<file path="src/design/eeprom_host_pkg.sv">
package eeprom_host_pkg;

    // Clock
    localparam int CLK_MHZ = 40;

    function automatic int ns_to_cyc_min(input int ns);
        int c;
        c = (ns * CLK_MHZ + 999) / 1000;
        return (c < 1) ? 1 : c;
    endfunction

    // Widths and layout
    localparam int ADDR_W   = 13;
    localparam int DATA_W   = 8;
    localparam int PAGE_LSB = 5;
    localparam int CNT_W    = 19;
    localparam int TMR_W    = 8;
    localparam logic [7:0] ID_PAGE = 8'hFF;
    localparam int SYNC_STAGES = 2;

    // Pin timing in printed units
    localparam int T_ACC_NS = 250;
    localparam int T_DF_NS  = 60;
    localparam int T_WP_NS  = 100;
    localparam int T_AH_NS  = 50;
    localparam int T_WPH_NS = 50;
    localparam int T_DS_NS  = 50;
    localparam int T_HV_NS  = 1000;
    localparam int T_PLW_US = 150;
    localparam int T_WC_MS  = 2;
    localparam int T_PWR_MS = 5;
    localparam int T_CLR_MS = 10;

    // Derived cycle counts
    localparam int ACC_CYC = ns_to_cyc_min(T_ACC_NS);
    localparam int DF_CYC  = ns_to_cyc_min(T_DF_NS);
    localparam int WP_CYC  = ns_to_cyc_min(T_WP_NS);
    localparam int AH_CYC  = ns_to_cyc_min(T_AH_NS);
    localparam int WPH_CYC = ns_to_cyc_min(T_WPH_NS);
    localparam int DS_CYC  = ns_to_cyc_min(T_DS_NS);
    localparam int HV_CYC  = ns_to_cyc_min(T_HV_NS);

    localparam logic [TMR_W-1:0] RD_LEN  = TMR_W'(ACC_CYC + SYNC_STAGES);
    localparam logic [TMR_W-1:0] GAP_LEN = TMR_W'(DF_CYC);
    localparam logic [TMR_W-1:0] SU_LEN  = TMR_W'(1);
    localparam logic [TMR_W-1:0] WP_LEN  =
        TMR_W'((WP_CYC > DS_CYC) ? WP_CYC : DS_CYC);
    localparam logic [TMR_W-1:0] AH_LEN  =
        TMR_W'((AH_CYC > WPH_CYC) ? AH_CYC : WPH_CYC);
    localparam logic [TMR_W-1:0] HV_LEN  = TMR_W'(HV_CYC);

    localparam logic [CNT_W-1:0] PLW_CYC = CNT_W'(T_PLW_US * CLK_MHZ);
    localparam logic [CNT_W-1:0] WC_CYC  = CNT_W'(T_WC_MS * 1000 * CLK_MHZ);
    localparam logic [CNT_W-1:0] PWR_CYC = CNT_W'(T_PWR_MS * 1000 * CLK_MHZ);
    localparam logic [CNT_W-1:0] CLR_CYC = CNT_W'(T_CLR_MS * 1000 * CLK_MHZ);
    localparam logic [CNT_W-1:0] BYTE_CYC =
        CNT_W'(2 + 1 + WP_CYC + AH_CYC + 4);

    // User commands
    typedef enum logic [1:0] {OP_READ, OP_WRITE, OP_CLEAR} op_t;

endpackage

</file>
<file path="src/design/phase_timer_if.sv">
interface phase_timer_if;
    logic                              start;
    logic [eeprom_host_pkg::TMR_W-1:0] len;
    logic                              done;

    modport ctrl (output start, output len, input done);
    modport tmr  (input start, input len, output done);
endinterface

</file>
<file path="src/design/phase_timer.sv">
module phase_timer (
    // Clock and reset
    input  wire logic  ref_clk,
    input  wire logic  nrst,
    // Control
    phase_timer_if.tmr t
);
    typedef struct packed {
        logic [eeprom_host_pkg::TMR_W-1:0] cnt;
        logic                              done;
    } tmr_state_t;

    tmr_state_t s_q;
    tmr_state_t s_d;

    always_comb begin
        s_d = s_q;
        if (t.start) begin
            s_d.cnt = t.len;
        end else if (s_q.cnt != '0) begin
            s_d.cnt = s_q.cnt - 1'b1;
        end
        s_d.done = (s_d.cnt == '0);
    end

    always_ff @(posedge ref_clk) begin
        if (!nrst) begin
            s_q <= '{cnt: '0, done: 1'b1};
        end else begin
            s_q <= s_d;
        end
    end

    assign t.done = s_q.done;
endmodule // phase_timer

</file>
<file path="src/design/eeprom_host.sv">
module eeprom_host #(
    parameter logic [eeprom_host_pkg::CNT_W-1:0] PLW_CYC =
        eeprom_host_pkg::PLW_CYC,
    parameter logic [eeprom_host_pkg::CNT_W-1:0] POLL_CYC =
        eeprom_host_pkg::CNT_W'(eeprom_host_pkg::WC_CYC
                                + eeprom_host_pkg::PLW_CYC),
    parameter logic [eeprom_host_pkg::CNT_W-1:0] PWR_CYC =
        eeprom_host_pkg::PWR_CYC,
    parameter logic [eeprom_host_pkg::CNT_W-1:0] CLR_CYC =
        eeprom_host_pkg::CLR_CYC
) (
    // Clock and reset
    input  wire logic                                 ref_clk,
    input  wire logic                                 nrst,
    // User command port
    input  wire logic                                 cmd_valid,
    output logic                                      cmd_ready,
    input  wire eeprom_host_pkg::op_t                 cmd_op,
    input  wire logic [eeprom_host_pkg::ADDR_W-1:0]   cmd_addr,
    input  wire logic [eeprom_host_pkg::DATA_W-1:0]   cmd_wdata,
    input  wire logic                                 cmd_id,
    input  wire logic                                 cmd_last,
    // User answers
    output logic                                      rsp_valid,
    output logic [eeprom_host_pkg::DATA_W-1:0]        rsp_data,
    output logic                                      wr_done,
    output logic                                      wr_timeout,
    // Memory pins
    output logic [eeprom_host_pkg::ADDR_W-1:0]        addr_lines,
    output logic                                      chip_select_n,
    output logic                                      output_drive_n,
    output logic                                      write_strobe_n,
    output logic                                      oe_high_volt,
    output logic                                      addr_bit_nine_hv,
    input  wire logic [eeprom_host_pkg::DATA_W-1:0]   data_lines_i,
    output logic [eeprom_host_pkg::DATA_W-1:0]        data_lines_o,
    output logic                                      data_lines_oe
);
    typedef enum logic [3:0] {
        ST_PWRUP, ST_IDLE, ST_RD, ST_RD_GAP, ST_WR_SETUP, ST_WR_PULSE,
        ST_WR_HOLD, ST_LOAD, ST_CLR_SETUP, ST_CLR_PULSE, ST_CLR_HOLD
    } state_t;

    typedef struct packed {
        state_t                            st;
        logic [eeprom_host_pkg::CNT_W-1:0] cnt;
        logic [eeprom_host_pkg::ADDR_W-1:0] addr;
        logic                              ce_n;
        logic                              oe_n;
        logic                              we_n;
        logic                              oe_hv;
        logic                              a9_hv;
        logic [eeprom_host_pkg::DATA_W-1:0] dout;
        logic                              doe;
        logic                              ready;
        logic                              rsp_valid;
        logic [eeprom_host_pkg::DATA_W-1:0] rsp_data;
        logic                              wr_done;
        logic                              wr_timeout;
        logic [eeprom_host_pkg::DATA_W-1:0] sync1;
        logic [eeprom_host_pkg::DATA_W-1:0] sync2;
        logic                              poll;
        logic                              pend;
        eeprom_host_pkg::op_t              c_op;
        logic [eeprom_host_pkg::ADDR_W-1:0] c_addr;
        logic [eeprom_host_pkg::DATA_W-1:0] c_data;
        logic                              c_id;
        logic                              c_last;
        logic [eeprom_host_pkg::ADDR_W-1:0] last_addr;
        logic                              last_id;
        logic                              last_b7;
    } host_state_t;

    host_state_t s_q;
    host_state_t s_d;

    phase_timer_if tmr ();

    phase_timer u_timer (
        .ref_clk (ref_clk),
        .nrst    (nrst),
        .t       (tmr.tmr)
    );

    // Identification area sits on the top page
    function automatic logic [eeprom_host_pkg::ADDR_W-1:0] map_addr(
        input logic [eeprom_host_pkg::ADDR_W-1:0] a,
        input logic                               id
    );
        map_addr = id ? {eeprom_host_pkg::ID_PAGE,
                         a[eeprom_host_pkg::PAGE_LSB-1:0]} : a;
    endfunction

    function automatic state_t launch(input eeprom_host_pkg::op_t op);
        unique case (op)
            eeprom_host_pkg::OP_READ:  launch = ST_RD;
            eeprom_host_pkg::OP_WRITE: launch = ST_WR_SETUP;
            default:                   launch = ST_CLR_SETUP;
        endcase
    endfunction

    function automatic logic [eeprom_host_pkg::TMR_W-1:0] phase_len(
        input state_t st
    );
        unique case (st)
            ST_RD:                      phase_len = eeprom_host_pkg::RD_LEN;
            ST_RD_GAP:                  phase_len = eeprom_host_pkg::GAP_LEN;
            ST_WR_PULSE:                phase_len = eeprom_host_pkg::WP_LEN;
            ST_WR_HOLD:                 phase_len = eeprom_host_pkg::AH_LEN;
            ST_CLR_SETUP, ST_CLR_HOLD:  phase_len = eeprom_host_pkg::HV_LEN;
            default:                    phase_len = eeprom_host_pkg::SU_LEN;
        endcase
    endfunction

    logic room;
    logic same_page;

    always_comb begin
        s_d = s_q;
        s_d.rsp_valid  = 1'b0;
        s_d.wr_done    = 1'b0;
        s_d.wr_timeout = 1'b0;
        s_d.sync1 = data_lines_i;
        s_d.sync2 = s_q.sync1;
        s_d.cnt   = s_q.cnt + 1'b1;
        room = (s_q.cnt + eeprom_host_pkg::BYTE_CYC) < PLW_CYC;
        same_page = (cmd_op == eeprom_host_pkg::OP_WRITE)
            && (cmd_id == s_q.last_id)
            && (cmd_addr[eeprom_host_pkg::ADDR_W-1:eeprom_host_pkg::PAGE_LSB]
             == s_q.last_addr[eeprom_host_pkg::ADDR_W-1:
                              eeprom_host_pkg::PAGE_LSB]);
        if (cmd_valid && s_q.ready) begin
            s_d.c_op   = cmd_op;
            s_d.c_addr = cmd_addr;
            s_d.c_data = cmd_wdata;
            s_d.c_id   = cmd_id;
            s_d.c_last = cmd_last;
        end
        unique case (s_q.st)
            ST_PWRUP: begin
                if (s_q.cnt >= PWR_CYC) begin
                    s_d.st = ST_IDLE;
                end
            end
            ST_IDLE: begin
                if (cmd_valid && s_q.ready) begin
                    s_d.st  = launch(cmd_op);
                    s_d.cnt = '0;
                end
            end
            ST_RD: begin
                if (tmr.done) begin
                    s_d.st = ST_RD_GAP;
                    if (!s_q.poll) begin
                        s_d.rsp_valid = 1'b1;
                        s_d.rsp_data  = s_q.sync2;
                    end else if (s_q.sync2[7] == s_q.last_b7) begin
                        s_d.poll    = 1'b0;
                        s_d.wr_done = 1'b1;
                    end else if (s_q.cnt >= POLL_CYC) begin
                        s_d.poll       = 1'b0;
                        s_d.wr_timeout = 1'b1;
                    end
                end
            end
            ST_RD_GAP: begin
                if (tmr.done) begin
                    if (s_q.poll) begin
                        s_d.st = ST_RD;
                    end else if (s_q.pend) begin
                        s_d.pend = 1'b0;
                        s_d.st   = launch(s_q.c_op);
                        s_d.cnt  = '0;
                    end else begin
                        s_d.st = ST_IDLE;
                    end
                end
            end
            ST_WR_SETUP: begin
                s_d.last_addr = s_q.c_addr;
                s_d.last_id   = s_q.c_id;
                s_d.last_b7   = s_q.c_data[7];
                if (tmr.done) begin
                    s_d.st = ST_WR_PULSE;
                end
            end
            ST_WR_PULSE: begin
                if (tmr.done) begin
                    s_d.st = ST_WR_HOLD;
                end
            end
            ST_WR_HOLD: begin
                if (tmr.done) begin
                    s_d.st = ST_LOAD;
                end
            end
            ST_LOAD: begin
                if (s_q.c_last || !room) begin
                    s_d.st   = ST_RD;
                    s_d.poll = 1'b1;
                    s_d.cnt  = '0;
                end else if (cmd_valid && s_q.ready) begin
                    if (same_page) begin
                        s_d.st = ST_WR_SETUP;
                    end else begin
                        s_d.pend = 1'b1;
                        s_d.poll = 1'b1;
                        s_d.st   = ST_RD;
                        s_d.cnt  = '0;
                    end
                end
            end
            ST_CLR_SETUP: begin
                if (tmr.done) begin
                    s_d.st  = ST_CLR_PULSE;
                    s_d.cnt = '0;
                end
            end
            ST_CLR_PULSE: begin
                if (s_q.cnt >= CLR_CYC) begin
                    s_d.st = ST_CLR_HOLD;
                end
            end
            ST_CLR_HOLD: begin
                if (tmr.done) begin
                    s_d.st      = ST_IDLE;
                    s_d.wr_done = 1'b1;
                end
            end
        endcase
        // Pin levels follow the next phase
        s_d.ce_n = (s_d.st == ST_PWRUP) || (s_d.st == ST_IDLE)
                || (s_d.st == ST_RD_GAP) || (s_d.st == ST_LOAD);
        s_d.oe_n  = (s_d.st != ST_RD);
        s_d.we_n  = (s_d.st != ST_WR_PULSE) && (s_d.st != ST_CLR_PULSE);
        s_d.oe_hv = (s_d.st == ST_CLR_SETUP) || (s_d.st == ST_CLR_PULSE)
                 || (s_d.st == ST_CLR_HOLD);
        s_d.doe = (s_d.st == ST_WR_SETUP) || (s_d.st == ST_WR_PULSE)
               || (s_d.st == ST_WR_HOLD);
        s_d.dout  = s_d.c_data;
        s_d.addr  = s_d.poll ? map_addr(s_d.last_addr, s_d.last_id)
                             : map_addr(s_d.c_addr, s_d.c_id);
        s_d.a9_hv = !s_d.ce_n && !s_d.oe_hv
                 && (s_d.poll ? s_d.last_id : s_d.c_id);
        s_d.ready = (s_d.st == ST_IDLE)
                 || ((s_d.st == ST_LOAD) && !s_d.c_last
                     && ((s_d.cnt + eeprom_host_pkg::BYTE_CYC) < PLW_CYC));
        tmr.start = (s_d.st != s_q.st);
        tmr.len   = phase_len(s_d.st);
    end

    always_ff @(posedge ref_clk) begin
        if (!nrst) begin
            s_q       <= '0;
            s_q.st    <= ST_PWRUP;
            s_q.ce_n  <= 1'b1;
            s_q.oe_n  <= 1'b1;
            s_q.we_n  <= 1'b1;
        end else begin
            s_q <= s_d;
        end
    end

    assign cmd_ready        = s_q.ready;
    assign rsp_valid        = s_q.rsp_valid;
    assign rsp_data         = s_q.rsp_data;
    assign wr_done          = s_q.wr_done;
    assign wr_timeout       = s_q.wr_timeout;
    assign addr_lines       = s_q.addr;
    assign chip_select_n    = s_q.ce_n;
    assign output_drive_n   = s_q.oe_n;
    assign write_strobe_n   = s_q.we_n;
    assign oe_high_volt     = s_q.oe_hv;
    assign addr_bit_nine_hv = s_q.a9_hv;
    assign data_lines_o     = s_q.dout;
    assign data_lines_oe    = s_q.doe;
endmodule // eeprom_host

</file>
<file path="config.mk">
export PLATFORM = sky130hd
export DESIGN_NAME = eeprom_host
export DESIGN_NICKNAME = d
export VERILOG_FILES = /design/src/design/eeprom_host_pkg.sv /design/src/design/phase_timer_if.sv /design/src/design/phase_timer.sv /design/src/design/eeprom_host.sv
export SDC_FILE = /design/constraint.sdc
export NUM_CORES = 1
export LEC_CHECK = 0
export ABC_AREA = 1
export BUFFER_PORTS_ARGS = -buffer_cell sky130_fd_sc_hd__buf_4
export CAP_MARGIN = 15
export CORE_MARGIN = 5
export CORE_UTILIZATION = 53
export CTS_BUF_LIST = sky130_fd_sc_hd__clkbuf_16
export CTS_CLUSTER_DIAMETER = 100
export CTS_CLUSTER_SIZE = 40
export DETAILED_ROUTE_END_ITERATION = 6
export HOLD_SLACK_MARGIN = 0.02
export PLACE_DENSITY = 0.74
export REMOVE_ABC_BUFFERS = 1
export SLEW_MARGIN = 20
export SYNTH_ARGS = -nofsm -noshare
export SYNTH_HDL_FRONTEND = slang
export SYNTH_SLANG_ARGS = --single-unit
</file>
<file path="constraint.sdc">
create_clock -name ref_clk -period 2.5 [get_ports ref_clk]
set_input_delay 0.5 -clock ref_clk [delete_from_list [all_inputs] [get_ports ref_clk]]
set_output_delay 0.5 -clock ref_clk [all_outputs]
set_load 0.01 [all_outputs]
</file>
==> results by group <==
Critical path
  – Critical path arrival: 3.09 ns
  – Crit path max-delay cell type: dfxtp_2
  – Critical path launch point type: flip-flop
  – Buf/Inv on CP: 2
  – CP Cell Sequence: nor2_4 > nand2_4 > nand2_2 > nor2_1 > nand2_1 > nand2_1 > nor2_1 > nand3_1 > nor2_2 > nand4_2 > nand2_4 > buf_12 > nand3_4 > nor2_2 > nand4_1 > buf_4 > o21a_1 > nand3_1 > o21bai_2
  – WS Path Type: flip-flop to flip-flop
  – CP Max Fanout: 7
  – Worst setup EP type: flip-flop
  – Largest stage delay, worst path: about 0.33 ns
  – Required @ worst endpoint: 2.80 ns
  – Top Family by Delay on Critical Path: simple AND/OR/NAND/NOR gates

Power
  – Total power: 0.00874 W
  – PwrDens: 965 nW/um^2
  – Max rail drop VDD: 0.845 mV
  – Lkg Pwr: 4.30 nW

Floorplan
  – Die footprint: 14300 um^2
  – Starting Density: 0.536
  – IO Pins: 75
  – Core Box Area: roughly 12000 um^2
  – Die height: 120 um
  – Core Rows: 40
  – Die W: 120 um

Clock tree
  – Worst-skew pair later-pin latency: roughly 0.43 ns
  – Clk slew on worst S/H paths: 0.06 ns
  – # hold bufs at CTS: 0
  – H-tree depth: 4
  – CTS tree: done
  – TritonCTS Sinks: 121
  – Max clock buf depth: 2
  – Cts bufs inserted: 17
  – CTS root buf: clkbuf_16

Placed design
  – Placed Area: between 7000 and 8000 um^2
  – Place WS: -0.359 ns
  – GP Congestion: 0.995
  – Port bufs: 74
  – DP HPWL: 12900 um

STA
  – Final setup viols: 12
  – Setup WS post-layout: -0.283 ns
  – Worst Tran Pin Value: approximately 0.56 ns
  – Rel. slew slack: 0.628
  – Max-slew violations: 0
  – Minimum clock period: 2.78 ns
  – Min Hold Slack: 0.255 ns
  – Clock skew: 0.0134 ns
  – FMAX: 359 MHz
  – Period utilization: 1.11
  – Fin. Hold Viols: 0
  – RSZ-0062 raised after global routing: yes

Logic synthesis
  – Top cell type's share of synthesized area: 0.380
  – Compound-Gate Fraction of Synth Area: 0.119
  – Seq cells post-synth: 121
  – Syn. warnings: 0
  – Top post-synthesis cells by count: nand2_1 (206), nor2_1 (162), dfxtp_1 (121)
  – Synth cell types: 44
  – Synth Area per Inst: 6.63 um^2
  – Predominant post-synthesis flop cell: dfxtp_1
  – Mapped Area: 6380 um^2
  – Seq/Total Area, Yosys: 0.380
  – Post-Synth Adder-Cell Area: 0.00784
  – Post-synth EDFFs: 0
  – Largest family of logic cells by synthesized area: simple AND/OR/NAND/NOR gates
  – Cell accounting for the most synthesized area: dfxtp_1
  – Synth Area in Simple Gates: 0.335
  – Count leader, synth: nand2_1
  – Fraction of registers with async set/reset: 0
  – Synth Area in XOR/XNOR: 0.0302
  – Mux contribution to synthesized area: 0
  – Syn Inst Count: 963
  – Largest cells by area after synthesis: dfxtp_1 (38%), nand2_1 (12%), nor2_1 (9.5%)

Global routing
  – Busiest grt layer: met2
  – GR met2 Demand/Resource: 0.467
  – Antenna violations before repair: 0
  – Grt ovf: 0
  – First-pass GRT wire length: 31600 um
  – GR Util met1: 0.324
  – Largest net degree at the start of global routing: 52
  – Total track usage: 0.272
  – GR Util met3: 0.0570
  – Number of global-route vias before repair: 6611

Route
  – Detailed Routing Iterations Pass 1: 6
  – # DRC: 0
  – Post-route antenna net violation count: 0
  – First DRT Iteration DRCs: 663
  – Routed WL per cell: 15.5 um
  – Vias: 6978
  – Total Routed Length: approximately 20000 um
  – Vias per cell: 5.33

Finish
  – Nets: 1191
  – Layout area overhead: 42.0%
  – Share of cells above drive strength 1: 0.347
  – Final core area utilization: 0.761
  – Design area: roughly 9100 um^2
  – Antenna cell count: 0

Run status
  – Outcome: complete, but fails checks
  – Violations in the final reports: negative setup slack

Flow run
  – Max-cap viol count: 0

Hold path
  – HP Class: input pin to flip-flop
repair_timing:
item,4_1_cts,5_1_grt
gates cloned,3,1
pin swaps,33,50
gates resized for setup,76,81
endpoints found under the hold margin,0,0
endpoints found under the setup margin,25,37
buffers inserted,20,12
registers in the layout, indices dropped and copies added, names as in the netlist, 8 cells and up:
signal,count
s_d,8
s_q,73
rsp_data,8
addr_lines,13
u_timer.s_q,8
cells in the final DEF (no fill, tap or decap), drive strengths merged, types with 6 or more instances in the layout:
cell type  instances
xor2              17
clkinv             6
nand4             13
nor2             172
nor4               6
or2                6
inv              132
o21ai             70
clkbuf            17
dfxtp            121
nand2            210
nor3              22
nand3             62
a21oi             44
buf              224
per-layer routing:
metal	wire, um	vias to the layer above
li1	-	3413
met1	8100	3186
met2	10000	297
met3	1310	82
met4	852	0
met5	0	-
through the flow:
step	cells	TNS (ns)
6_report	1310	-1.74
5_1_grt	1310	-6.29
4_1_cts	1300	-0.816
3_5_place_dp	1246	-3.84
3_3_place_gp	1246	-2.12
2_1_floorplan	906	-6.72
power breakdown:
group / internal [W] / leakage (nW) / switching [W]
logic: 0.00176 / 3.03 / 0.00225
registers: 0.00218 / 0.992 / 0.000152
clock network: 0.00139 / 0.279 / 0.00101
area by class of cell:
cell class / instances / area [um^2]
clock buffers: 17 / 425
flip-flops and latches: 121 / 2450
inverters: 126 / 478
clock inverters: 14 / 140
well taps: 147 / 184
multi-input cells: 661 / 3610
fillers: 911 / 2850
repair buffers: 224 / 1770
logic make-up (layout without fill, tap and decap cells):
family,after synthesis,count (layout)
buffers and inverters,183,381
AO/OA/AOI/OAI,138,138
XOR/XNOR,22,22
adder cells (fa/ha/maj),4,4
flip-flops,121,121
AND/OR/NAND/NOR,495,497
worst paths after layout:
path              slack, ns  cells past startpoint         to       startpoint
setup reg to reg      -0.28                     19  cmd_ready         s_q[100]
hold reg to reg        0.41                      2    s_q[42]          s_d[42]
setup / recovery      -0.28                     19  cmd_ready         s_q[100]
hold / removal         0.25                      3    s_d[47]  data_lines_i[5]
worst reg2reg max path, delay by kind of cell (launching register included):
family,cells,cell delay (ns)
DFF,1,0.33
buffers and inverters,2,0.33
and+or+nand+nor,15,1.80
AOI/OAI and AO/OA,2,0.22
No activity file was read; power rests on OpenSTA's default activity.
